$ cat config.mk
export PLATFORM = sky130hd
export DESIGN_NAME = urs_uart_rx_status
export DESIGN_NICKNAME = d
export VERILOG_FILES = /design/src/include/urs_pkg.sv /design/src/include/urs_samp_if.sv /design/src/urs_bit_sampler.sv /design/src/urs_uart_rx_status.sv
export SDC_FILE = /design/constraint.sdc
export NUM_CORES = 1
export LEC_CHECK = 0
export BUFFER_PORTS_ARGS = -buffer_cell sky130_fd_sc_hd__buf_2
export CORE_MARGIN = 3
export CORE_UTILIZATION = 35
export CTS_CLUSTER_DIAMETER = 100
export DETAILED_ROUTE_END_ITERATION = 10
export PLACE_DENSITY_LB_ADDON = 0.05
export SKIP_LAST_GASP = 1
export SLEW_MARGIN = 20
export SYNTH_ARGS = -nofsm -noshare
export SYNTH_HDL_FRONTEND = slang
export SYNTH_SLANG_ARGS = --single-unit
$ cat constraint.sdc
create_clock -name clk_i -period 3.7 [get_ports clk_i]
set_clock_uncertainty 0.05 [all_clocks]
set_input_delay 0.555 -clock clk_i [delete_from_list [all_inputs] [get_ports clk_i]]
set_output_delay 0.555 -clock clk_i [all_outputs]
set_load 0.01 [all_outputs]
$ cat src/include/urs_pkg.sv
// shared constants, register map and decode helpers of the receive
// sampling and buffer status block
// assumes a 32-bit classic wishbone bus with byte registers in the low lane
package urs_pkg;

    // register word indices, byte address is four times the index
    localparam logic [5:0] IDX_OVR  = 6'h00;
    localparam logic [5:0] IDX_MODE = 6'h01;
    localparam logic [5:0] IDX_SPOS = 6'h02;
    localparam logic [5:0] IDX_STAT = 6'h03;
    localparam logic [5:0] IDX_TBUF = 6'h04;
    localparam logic [5:0] IDX_RBUF = 6'h05;
    localparam logic [5:0] IDX_ISR  = 6'h06;
    localparam logic [5:0] IDX_IMR  = 6'h07;

    // field positions
    localparam int MODE_SEL_BIT = 0;
    localparam int STAT_TBE_BIT = 0;
    localparam int STAT_RBF_BIT = 1;
    localparam int STAT_DCT_BIT = 2;

    // reset values
    localparam logic [3:0] RST_OVR  = 4'h0;
    localparam logic       RST_MODE = 1'h0;
    localparam logic [3:0] RST_SPOS = 4'h6;
    localparam logic [2:0] RST_IMR  = 3'h0;
    localparam logic       RST_TBE  = 1'h1;

    // oversample rate decode
    localparam logic [3:0] OVS_LOW_CODE = 4'h7;
    localparam logic [4:0] OVS_DEFAULT  = 5'h10;
    localparam logic [4:0] SAMPLE_SPAN  = 5'h2;
    localparam logic [4:0] AUTO_OFFSET  = 5'h2;

    // clocks per bit from the oversample code
    function automatic logic [4:0] rate_of(input logic [3:0] code);
        rate_of = (code < OVS_LOW_CODE) ? OVS_DEFAULT : {1'b0, code};
    endfunction

    // automatic first sample period for a rate
    function automatic logic [3:0] auto_start(input logic [4:0] rate);
        logic [4:0] s;
        s = (rate >> 1) - AUTO_OFFSET;
        auto_start = s[3:0];
    endfunction

    // two of three vote
    function automatic logic vote3(input logic a,
                                   input logic b,
                                   input logic c);
        vote3 = (a & b) | (a & c) | (b & c);
    endfunction

endpackage

$ cat src/include/urs_samp_if.sv
// carrier between the register side and the bit sampler
// assumes both ends run on the one system clock
interface urs_samp_if;
    logic       os_tick;
    logic       rx_line;
    logic       rx_sync;
    logic [4:0] rate;
    logic [3:0] start;
    logic       bit_valid;
    logic       bit_value;

    modport ctl (output os_tick, rx_line, rx_sync, rate, start,
                 input  bit_valid, bit_value);
    modport smp (input  os_tick, rx_line, rx_sync, rate, start,
                 output bit_valid, bit_value);
endinterface

$ cat src/urs_bit_sampler.sv
// oversample counter and three-sample majority vote for received bits
// assumes os_tick is a one-cycle enable and rx_sync marks a bit boundary
module urs_bit_sampler
    import urs_pkg::*;
(
    // system
    input  wire logic clk_i,
    input  wire logic rst_i,
    // sampling controls and results
    urs_samp_if.smp   sif
);

    typedef struct packed {
        logic [4:0] cnt;
        logic [1:0] smp;
        logic       valid;
        logic       value;
    } urs_smp_st_t;

    urs_smp_st_t st;
    urs_smp_st_t next_st;
    logic [4:0]  first;
    logic [4:0]  last;

    assign first = {1'b0, sif.start};
    assign last  = first + SAMPLE_SPAN;

    always_comb begin
        next_st       = st;
        next_st.valid = 1'b0;
        if (sif.os_tick) begin
            if (sif.rx_sync) begin
                next_st.cnt = 5'h00;
            end else begin
                if (st.cnt == first) begin
                    next_st.smp[0] = sif.rx_line;
                end
                if (st.cnt == first + 5'h01) begin
                    next_st.smp[1] = sif.rx_line;
                end
                if (st.cnt == last) begin
                    next_st.valid = 1'b1;
                    next_st.value = vote3(st.smp[0], st.smp[1],
                                          sif.rx_line);
                end
                if (st.cnt >= sif.rate - 5'h01) begin
                    next_st.cnt = 5'h00;
                end else begin
                    next_st.cnt = st.cnt + 5'h01;
                end
            end
        end
    end

    always_ff @(posedge clk_i) begin
        if (rst_i) begin
            st <= '0;
        end else begin
            st <= next_st;
        end
    end

    assign sif.bit_valid = st.valid;
    assign sif.bit_value = st.value;
endmodule

$ cat src/urs_uart_rx_status.sv
// receive sample-position control and buffer / flow status registers
// assumes a classic wishbone master, one system clock, and that the
// transmit shifter, frame logic and baud generator sit outside
//
// Operation
// - tx empty flag sets when the shifter takes the byte; writes clear it.
// - a done frame fills the rx holding byte, sets full; a read clears it.
// - the delta flag shows a cts level change since the last status read.
// - codes 0 to 6 give 16 clocks per bit and codes 7 to 15 give 7 to 15.
// - mode 0 picks the start period itself, mode 1 takes the position field.
// - the mode byte holds the mode select in bit 0; upper bits read zero.
// - the position byte holds the start period in bits 3:0, used in mode 1.
// - the position register resets to 06h.
// - each bit is sampled three times from the start period, counted from 0.
// - auto mode takes three periods in a row, from 1 at rate 7 to 6 at 16.
// - a programmed start replaces the automatic one; sampling begins there.
module urs_uart_rx_status
    import urs_pkg::*;
(
    // system
    input  wire logic        clk_i,
    input  wire logic        rst_i,
    // wishbone slave
    input  wire logic        wb_cyc_i,
    input  wire logic        wb_stb_i,
    input  wire logic        wb_we_i,
    input  wire logic [7:0]  wb_adr_i,
    input  wire logic [3:0]  wb_sel_i,
    input  wire logic [31:0] wb_dat_i,
    output      logic [31:0] wb_dat_o,
    output      logic        wb_ack_o,
    // transmit side
    input  wire logic        tx_take_i,
    output      logic [7:0]  tx_data_o,
    output      logic        tx_holding_empty_o,
    // receive side
    input  wire logic        os_tick_i,
    input  wire logic        rx_line_i,
    input  wire logic        rx_sync_i,
    input  wire logic        rx_frame_done_i,
    input  wire logic [7:0]  rx_shift_data_i,
    output      logic        rx_bit_valid_o,
    output      logic        rx_bit_value_o,
    output      logic        rx_holding_full_o,
    // flow control
    input  wire logic        cts_n_i,
    // interrupt
    output      logic        irq_o
);

    typedef struct packed {
        logic [3:0]  ovr;
        logic        mode;
        logic [3:0]  spos;
        logic [7:0]  tbuf;
        logic        tbe;
        logic [7:0]  rbuf;
        logic        rbf;
        logic        dcts;
        logic        cts_last;
        logic        cts_seen;
        logic [2:0]  isr;
        logic [2:0]  imr;
        logic        ack;
        logic [31:0] dat;
        logic        irq;
    } urs_top_st_t;

    urs_top_st_t st;
    urs_top_st_t next_st;
    logic [5:0]  idx;
    logic        req;
    logic        wr;
    logic        rd;
    logic        tbe_set;
    logic        cts_chg;
    logic [2:0]  events;
    logic [4:0]  rate;

    urs_samp_if sif ();

    urs_bit_sampler u_sampler (
        .clk_i (clk_i),
        .rst_i (rst_i),
        .sif   (sif)
    );

    // sampling setup handed to the sampler
    assign rate        = rate_of(st.ovr);
    assign sif.rate    = rate;
    assign sif.start   = st.mode ? st.spos
                                 : auto_start(rate);
    assign sif.os_tick = os_tick_i;
    assign sif.rx_line = rx_line_i;
    assign sif.rx_sync = rx_sync_i;

    // bus request and flag event decode
    assign idx     = wb_adr_i[7:2];
    assign req     = wb_cyc_i & wb_stb_i & ~st.ack;
    assign wr      = req & wb_we_i & wb_sel_i[0];
    assign rd      = req & ~wb_we_i;
    assign tbe_set = tx_take_i & ~st.tbe;
    assign cts_chg = st.cts_seen & (cts_n_i != st.cts_last);
    assign events  = {cts_chg, rx_frame_done_i, tbe_set};

    always_comb begin
        next_st          = st;
        next_st.ack      = req;
        next_st.dat      = 32'h0000_0000;
        next_st.cts_last = cts_n_i;
        next_st.cts_seen = 1'b1;
        if (rd) begin
            case (idx)
                IDX_OVR:  next_st.dat[3:0] = st.ovr;
                IDX_MODE: next_st.dat[MODE_SEL_BIT] = st.mode;
                IDX_SPOS: next_st.dat[3:0] = st.spos;
                IDX_STAT: begin
                    next_st.dat[STAT_TBE_BIT] = st.tbe;
                    next_st.dat[STAT_RBF_BIT] = st.rbf;
                    next_st.dat[STAT_DCT_BIT] = st.dcts;
                    next_st.dcts              = 1'b0;
                end
                IDX_TBUF: next_st.dat[7:0] = st.tbuf;
                IDX_RBUF: begin
                    next_st.dat[7:0] = st.rbuf;
                    next_st.rbf      = 1'b0;
                end
                IDX_ISR:  next_st.dat[2:0] = st.isr;
                IDX_IMR:  next_st.dat[2:0] = st.imr;
                default:  next_st.dat = 32'h0000_0000;
            endcase
        end
        if (wr) begin
            case (idx)
                IDX_OVR:  next_st.ovr  = wb_dat_i[3:0];
                IDX_MODE: next_st.mode = wb_dat_i[MODE_SEL_BIT];
                IDX_SPOS: next_st.spos = wb_dat_i[3:0];
                IDX_TBUF: begin
                    next_st.tbuf = wb_dat_i[7:0];
                    next_st.tbe  = 1'b0;
                end
                IDX_ISR:  next_st.isr = st.isr & ~wb_dat_i[2:0];
                IDX_IMR:  next_st.imr = wb_dat_i[2:0];
                default:  next_st.ovr = st.ovr;
            endcase
        end
        // hardware sets win over software clears
        if (tbe_set) begin
            next_st.tbe = 1'b1;
        end
        if (rx_frame_done_i) begin
            next_st.rbuf = rx_shift_data_i;
            next_st.rbf  = 1'b1;
        end
        if (cts_chg) begin
            next_st.dcts = 1'b1;
        end
        next_st.isr = next_st.isr | events;
        next_st.irq = |(next_st.isr & next_st.imr);
    end

    always_ff @(posedge clk_i) begin
        if (rst_i) begin
            st      <= '0;
            st.ovr  <= RST_OVR;
            st.mode <= RST_MODE;
            st.spos <= RST_SPOS;
            st.tbe  <= RST_TBE;
            st.imr  <= RST_IMR;
        end else begin
            st <= next_st;
        end
    end

    // outputs straight from state
    assign wb_dat_o           = st.dat;
    assign wb_ack_o           = st.ack;
    assign tx_data_o          = st.tbuf;
    assign tx_holding_empty_o = st.tbe;
    assign rx_holding_full_o  = st.rbf;
    assign rx_bit_valid_o     = sif.bit_valid;
    assign rx_bit_value_o     = sif.bit_value;
    assign irq_o              = st.irq;
endmodule

== After elaboration in Yosys (flattened, before gate mapping) ==
Cells that the tools add are included.
Operators by class
  add/sub/neg operators: 5
  order comparisons: 2
  eq/ne operators: 11
  mux-type cells: 19
  bitwise operators: 22
  reductions and logical operators: 18
Operators with widths (number)
  41-bit two-way mux: 1
  6-bit by 3-bit equality test with 1-bit output (second input constant): 4
  5-bit two-way mux: 3
  2-bit case mux with 7 select lines: 1
  6-bit by 2-bit equality test with 1-bit output (second input constant): 2
  2-bit AND reduction: 6
  1-bit AND: 10
  5-bit equality test: 2
  3-bit AND reduction: 3
  8-bit two-way mux: 1
  1-bit case mux with 8 select lines: 1
  4-bit case mux with 2 select lines: 1
  2-bit nonzero test: 4
  3-bit AND: 2
  6-bit by 1-bit equality test with 1-bit output (second input constant): 1
  6-bit logical NOT: 1
  3-bit two-way mux: 2
  6-bit two-way mux: 1
  1-bit inverter: 6
  3-bit OR reduction: 2
  4-bit by 1-bit adder with 5-bit output (second input constant): 1
  4-bit by 2-bit adder with 5-bit output (second input constant): 1
  5-bit by 1-bit adder with 5-bit output (second input constant): 1
  5-bit by 4-bit equality test with 1-bit output: 1
  other kinds (13): 19
Storage, ports and cells
  flip-flop bits (word level): 79
  input port bits: 63
  output and inout bits: 46
  logic and storage cells: 98

== Longest topological paths before layout ==
Gate-level depths: netlist of the first run.
  word-level depth: 9
  depth in mapped cells: 11

== By module ==
From an unflattened synthesis of the first run, not the netlist that was laid out.
Second synthesis, totals
  cells, all modules: 355
  area total of the unflattened synthesis: 3104.2 um^2
Modules (own cells, without submodules)
  urs_uart_rx_status: instances 1, cells an instance 261, area an instance 2343.5 um^2, sequential area each 920.9 um^2
  urs_bit_sampler: instances 1, cells an instance 94, area an instance 760.7 um^2, sequential area each 180.2 um^2

== Worst setup path before layout of the first run ==
No wires, ideal clock.
  path type: register -> register
  from: reg st[67] (netlist name)
  to: reg u_sampler.st[6] (netlist name)
  data arrival time: 2.779 ns
  data required time: 3.571 ns
  setup slack: 0.791 ns
  cell stages (with the launch flop): 12
  buffers on the path: 1
  path through: dfxtp_1 -> clkbuf_1 -> a21o_1 -> nand2_1 -> ha_1 -> a311o_1 -> ha_1 -> or3b_2 -> or3_1 -> a211oi_1 -> o21ai_0 -> a22oi_1
Between the ends
  word-level cells in the longest chain between the ends: 6
Ends and longest elaborated chain
  from (decl): RTL line urs_uart_rx_status.sv:69  | urs_top_st_t st;
  from (signal assigned): RTL line urs_uart_rx_status.sv:171  | st <= next_st;
  4-bit by 3-bit < comparator with 1-bit output: RTL line urs_pkg.sv:37  | rate_of = (code < OVS_LOW_CODE) ? OVS_DEFAULT : {1'b0, code};
  5-bit two-way mux *: RTL line urs_pkg.sv:37
  5-bit by 1-bit subtractor with 5-bit output *: RTL line urs_bit_sampler.sv:46  | if (st.cnt >= sif.rate - 5'h01) begin
  5-bit >= comparator *: RTL line urs_bit_sampler.sv:46
  5-bit two-way mux *: RTL line urs_bit_sampler.sv:46
  5-bit two-way mux *: RTL line urs_bit_sampler.sv:32  | if (sif.rx_sync) begin
  to (signal assigned): RTL line urs_bit_sampler.sv:59  | st <= next_st;
  to (decl): RTL line urs_bit_sampler.sv:20  | urs_smp_st_t st;
Mark *: on every way between the ends. The rest lies on a longest branch, timed or not.
A chain may end at the register's enable or synchronous reset.

== Worst setup path after layout of the first run ==
  from: reg st[68] (netlist name)
  to: reg u_sampler.st[6] (netlist name)
The elaborated chain is that of the path after synthesis.

==> results of run 1 <==
## worst paths after layout
kind | from | end | slack (ns) | depth (start not counted)
worst max-delay path | st[68] | u_sampler.st[6] | 0.51 | 10
worst min-delay path | wb_dat_i[4] | tx_data_o[4] | 0.41 | 3
worst max register to register | st[68] | u_sampler.st[6] | 0.51 | 10
worst min register to register | u_sampler.sif.bit_value | u_sampler.sif.bit_value | 0.41 | 2
## metrics by stage
step | setup slack (ns) | hold slack [ns] | utilization
floorplan | 0.791 | 0.389 | -
global placement | 0.589 | 0.397 | 0.376
detailed placement | 0.586 | 0.402 | 0.376
CTS | 0.540 | 0.397 | 0.387
global route | 0.296 | 0.426 | 0.387
finish | 0.510 | 0.412 | 0.387
## state kept, by name (all words and copies together) (netlist names)
signal and cells:
u_sampler.st 7, rx_holding_full_o 1, irq_o 1, tx_data_o 8, wb_ack_o 1, wb_dat_o 8
u_sampler.sif.bit_value 1, u_sampler.sif.bit_valid 1, st 26, tx_holding_empty_o 1
## Yosys cell counts, drive strengths merged (6+ instances only)
library cell | count | area share
a21o | 6 | 0.014
a21oi | 12 | 0.019
buf | 45 | 0.10
clkbuf | 13 | 0.015
dfxtp | 55 | 0.35
ha | 9 | 0.035
mux2i | 42 | 0.13
nand2 | 24 | 0.028
nand2b | 8 | 0.016
nand3 | 12 | 0.019
nor2 | 47 | 0.056
nor3 | 8 | 0.013
xor2 | 6 | 0.017
## worst register-to-register path: stages (launching register included)
cell,delay (ns)
dfxtp_1,0.54
a21o_1,0.17
nand2_1,0.07
ha_1,0.23
a311o_1,0.33
ha_1,0.18
or3b_2,0.46
or3_1,0.32
a211oi_1,0.41
o21ai_0,0.17
a22oi_1,0.19
## layer usage
metal  global-route usage  vias up
met3               0.0248        5
met1                0.195     1128
li1                     -     1251
met5                    0        -
met2                0.244       59
met4               0.0409        0
## power groups by stage
stage / logic [µW] / clock network, µW / registers [µW]
floorplan: 98.5 / 0 / 627
global placement: 118 / 0 / 630
detailed placement: 118 / 0 / 630
CTS: 119 / 379 / 616
global route: 133 / 400 / 618
finish: 118 / 358 / 616
## cell families after synthesis
family          Yosys count
fa+ha+maj                10
compound gates           52
xor+xnor                 13
flops                    55
mux                      44
buf+inv                  63
other cells               1
simple gates            125
## area by class of cell
cell class              count  area (µm²)
inverters                   5        18.8
clock inverters             3        27.5
flip-flops and latches     55        1100
multi-input cells         268        1770
fillers                   938        5370
repair buffers             55         275
clock buffers               5        68.8
well taps                 108         135
==> impl_metrics.py, run 1 <==
metrics = {
    "die": {
        "ioPinCount": 109,
        "dieWidth_um": 101,
        "dieArea_um2": 10300,
        "core_um2": 8760,
        "start_util": 0.362,
        "fp-row-count": 34,
        "fp.dieH_um": 101,
    },
    "worst_setup_path": {
        "cp_cell_sequence": "a21o_1 > nand2_1 > ha_1 > a311o_1 > ha_1 > or3b_2 > or3_1 > a211oi_1 > o21ai_0 > a22oi_1",
        "critPathLaunchType": "register",
        "path_common_cell": "ha_1",
        "cpPeakStageDelay_ns": 0.54,
        "crit_path_end_kind": "register",
        "crit_type": "reg -> reg",
        "worstPathArrival_ns": 3.38,
        "crit_required_ns": 3.89,
        "crit_buf_inv": 0,
        "crit_family": "compound AO/OA/AOI/OAI gates",
        "slowest_stage": "dfxtp_1",
        "crit_fanout": 10,
    },
    "final_layout": {
        "fin_cells": 499,
        "nets": 462,
        "diodes": 0,
        "final_cell_mix": "buf_2, dfxtp_1, nor2_1",
        "syn2layout_area_growth_pct": 6.82,
        "final_area_um2": 3390,
        "drive_above_1_share": 0.182,
    },
    "synthesis": {
        "ys_ff_latch": 55,
        "mappedNetlistArea_um2": 3180,
        "yosys.area_share.simple": 0.193,
        "ys_dominant_reg_cell": "dfxtp_1",
        "synthMuxAreaShare": 0.139,
        "synth_top_family_by_area": "simple AND/OR/NAND/NOR gates",
        "synth_xor_xnor_area_share": 0.0445,
        "syn_area_per_cell_um2": 8.75,
        "synthCells": 363,
        "synth-adder-area-share": 0.0386,
        "async_flop_share": 0,
        "synth_warnings": 0,
        "yosysSeqAreaShare": 0.347,
        "synth.distinct_cells": 51,
        "synth_edf_count": 0,
        "synth-compound-area-share": 0.112,
    },
    "route": {
        "drt_iter0_drc": 124,
        "wl_met3_um": 347,
        "wl_met1_mm": 3.50,
        "highest_layer": "met4",
        "vias_per_cell": 4.90,
        "firstDrtPassIters": 4,
        "wire_per_inst_um": 14.6,
        "drcViolationCount": 0,
        "wl_met2_mm": 3.40,
        "routed_wl_mm": 7.30,
        "vias": 2443,
        "antenna_left": 0,
    },
    "cts": {
        "htreeDepth": 2,
        "post_cts_buffers": 0,
        "cts_tree": "yes",
        "cts_root_buffer": "clkbuf_8",
        "insertion_delay_ns": 0.31,
        "numCtsBuffers": 5,
        "cts_buffer_depth": 2,
        "cts_sinks": 55,
        "clk_pin_slew_ns": 0.11,
        "hold_buffers": 0,
        "cts_resized": 0,
    },
    "placed_design": {
        "placed_area_um2": 3300,
        "gp_congestion": 0.827,
        "post-dp-hpwl_mm": 5.37,
        "portBuffers": 55,
        "dp_cells": 491,
    },
    "power": {
        "power_uw": 1090,
        "irDropWorstVdd_mv": 0.145,
        "p_comb_frac": 0.108,
        "internal_power_uw": 791,
        "swShare": 0.276,
        "switchingPower_uw": 301,
        "p_per_area_nw_per_um2": 322,
        "seqPwrFrac": 0.564,
        "power.share.clock": 0.328,
        "p_leak_uw": 0.00162,
    },
    "timing": {
        "maxSlewHeadroom": 0.435,
        "setup_viol": 0,
        "drv_slew": 0,
        "period_share": 0.862,
        "hold_viol": 0,
        "worstMarginPinSlew_ns": 0.847,
        "max_freq_ghz": 0.314,
        "rsz0062_at_grt": "false",
        "setup_tns_ns": 0,
        "min_period_ns": 3.19,
    },
    "outcome": {
        "status": "finished, final reports clean",
    },
    "global_route": {
        "overflow": 0,
        "grt_pass1_wl_mm": 11.8,
        "antenna_found_initial": 0,
        "grt_max_degree": 42,
        "grt_pass1_vias": 2299,
        "track_usage": 0.146,
    },
    "min_path": {
        "hold_path.class": "in -> reg",
    },
    "flow_run": {
        "drv_cap": 0,
    },
}
Power figures use the tool's default switching activity.
==> run 2, diff against run 1 <==
Settings changed: ABC_AREA from default to 1, CORE_MARGIN 3 to default.
==> run 2 against run 1 <==
  * Sequential share of layout area grew 0.46 points
  * Sequential cell count unchanged
  * Maximum frequency rose by 41%
  * Combinational power decreased by 20%
  * Via count grew 12%
  * Sequential power is 1% lower
  * Final cell count up 16%
  * Worst hold slack got worse by 0.012 ns
  * Register-to-register slack gained 0.92 ns
  * Non-clock buffer count unchanged
==> impl_metrics.py, run 2 <==
metrics = {
    "cts": {
        "cts_root_buffer": "clkbuf_8",
        "insertion_delay_ns": 0.32,
        "cts_sinks": 55,
        "cts_resized": 0,
        "numCtsBuffers": 5,
        "post_cts_buffers": 0,
        "htreeDepth": 2,
        "cts_buffer_depth": 2,
        "hold_buffers": 0,
        "cts_tree": "yes",
        "clk_pin_slew_ns": 0.12,
    },
    "timing": {
        "setup_viol": 0,
        "worstMarginPinSlew_ns": 0.858,
        "drv_slew": 0,
        "worst_slack_ns": 1.43,
        "maxSlewHeadroom": 0.428,
        "period_share": 0.613,
        "max_freq_ghz": 0.441,
        "setup_tns_ns": 0,
        "rsz0062_at_grt": "false",
        "min_period_ns": 2.27,
        "hold_viol": 0,
    },
    "synthesis": {
        "synth_top_cell_by_area": "dfxtp_1",
        "synth.distinct_cells": 40,
        "synthTopCellsByCount": "nand2_1, dfxtp_1, nor2_1, inv_1, buf_4",
        "syn_area_per_cell_um2": 7.09,
        "yosysSeqAreaShare": 0.356,
        "ys_dominant_reg_cell": "dfxtp_1",
        "synth_warnings": 0,
        "ys_ff_latch": 55,
        "synthCells": 437,
        "synthTopCellsByArea": "dfxtp_1, buf_4, nand2_1",
        "async_flop_share": 0,
        "mappedNetlistArea_um2": 3100,
        "netlist.area_leader.share": 0.356,
        "synth_edf_count": 0,
        "synth.most_common_cell": "nand2_1",
    },
    "worst_setup_path": {
        "worstPathArrival_ns": 2.46,
        "critPathLaunchType": "register",
        "crit-reg2reg-launch": "st[67]",
        "crit_fanout": 5,
        "cp_cell_sequence": "nand3_2 > nand2_2 > nand2_1 > ha_1 > inv_1 > xor2_1 > ha_1 > a21boi_0 > o21ai_0 > nand2_1 > nand2_1 > nand3_1 > a21oi_1",
        "crit_buf_inv": 1,
        "crit_required_ns": 3.90,
        "crit_path_end_kind": "register",
        "crit_type": "reg -> reg",
        "cpPeakStageDelay_ns": 0.45,
        "slowest_stage": "dfxtp_1",
        "path_common_cell": "nand2_1",
        "crit_family": "simple AND/OR/NAND/NOR gates",
        "cp-startpoint": "st[67]",
        "rrSetupSlack_ns": 1.43,
    },
    "global_route": {
        "track_usage": 0.162,
        "grt_pass1_wl_mm": 11.4,
        "grt_pass1_vias": 2338,
        "antenna_found_initial": 0,
        "overflow": 0,
        "grt_max_degree": 30,
    },
    "die": {
        "fp.dieH_um": 96.1,
        "start_util": 0.369,
        "dieWidth_um": 96.1,
        "ioPinCount": 109,
        "dieArea_um2": 9230,
        "core_um2": 8380,
        "fp-row-count": 33,
    },
    "flow_run": {
        "drv_cap": 0,
    },
    "placed_design": {
        "post-dp-hpwl_mm": 5.63,
        "portBuffers": 55,
        "placed_area_um2": 3250,
        "post-place-ws_ns": 1.45,
        "gp_congestion": 0.806,
    },
    "route": {
        "vias_per_cell": 4.72,
        "drt_iter0_drc": 108,
        "routed_wl_mm": 7.30,
        "vias": 2726,
        "antenna_left": 0,
        "drcViolationCount": 0,
        "wire_per_inst_um": 12.6,
        "firstDrtPassIters": 4,
    },
    "power": {
        "power_uw": 1070,
        "irDropWorstVdd_mv": 0.162,
        "p_leak_uw": 0.00159,
        "p_per_area_nw_per_um2": 319,
    },
    "final_layout": {
        "diodes": 0,
        "post-route-util": 0.399,
        "syn2layout_area_growth_pct": 8.00,
        "top_register": "st",
        "largest_register_ffs": 26,
        "drive_above_1_share": 0.175,
        "final_area_um2": 3340,
        "nets": 544,
        "final_cell_mix": "nand2_1, buf_2, dfxtp_1",
        "fill_cells": 933,
        "final_common_cell": "nand2_1",
    },
    "min_path": {
        "hold_path.class": "in -> reg",
        "hp-start": "rx_shift_data_i[7]",
    },
    "outcome": {
        "status": "finished, final reports clean",
    },
}
[run 2: changes by cell type in the layout (fill, tap and decap cells not counted), sizes merged, moves of 8 or more]
cell	change
inv	+48
nand2b	-8
nand2	+58
nor2	+15
a21oi	+21
mux2i	-42
nand3	+13
o21ai	+29
[run 2: area by class of cell]
cell class / count / area [µm²] / share of cell area
Multi-Input combinational cell: 303 / 1550 / 0.462
Timing Repair Buffer: 55 / 275 / 0.0823
Tap cell: 105 / 131 / 0.0393
Clock inverter: 3 / 27.5 / 0.00823
Clock buffer: 5 / 68.8 / 0.0206
Sequential cell: 55 / 1100 / 0.329
Inverter: 52 / 195 / 0.0584
[run 2: worst paths after layout]
path                        endpoint  depth (start not counted)
max reg2reg          u_sampler.st[5]                         13
max                  u_sampler.st[5]                         13
min reg2reg  u_sampler.sif.bit_value                          2
min                           st[51]                          3
[run 2: power breakdown]
group          internal [µW]  switching, µW  total, µW
Clock                    140            222        362
Sequential               604           6.21        610
Combinational           29.0           64.9       93.9
[run 2: through the flow]
stage / hold slack, ns / std cells
3_3_place_gp: 0.399 / 570
4_1_cts: 0.394 / 578
6_report: 0.400 / 578
5_1_grt: 0.395 / 578
3_5_place_dp: 0.400 / 570
2_1_floorplan: 0.379 / 460
[run 2: routing by layer]
metal | share of wire | GRT usage | wire, µm
met5 | 0 | 0 | 0
met4 | 0.0096 | 0.0423 | 70
met3 | 0.047 | 0.0284 | 345
met2 | 0.46 | 0.267 | 3370
met1 | 0.48 | 0.218 | 3510
[run 2: worst register-to-register path: stages, from the launching register on]
cell and delay [ns]:
dfxtp_1 0.45, nand3_2 0.14, nand2_2 0.12, nand2_1 0.09, ha_1 0.18, inv_1 0.08
xor2_1 0.14, ha_1 0.24, a21boi_0 0.12, o21ai_0 0.15, nand2_1 0.07, nand2_1 0.15
nand3_1 0.10, a21oi_1 0.13
[run 2: kinds of logic (layout without fill, tap and decap cells)]
kind of cell / after synthesis / in the layout / synth area share
buf+inv: 102 / 115 / 0.173
fa+ha+maj: 10 / 10 / 0.0396
other cells: 1 / 24 / 0.00121
compound gates: 81 / 81 / 0.143
flops: 55 / 55 / 0.356
simple gates: 177 / 177 / 0.256
xor+xnor: 11 / 11 / 0.0311
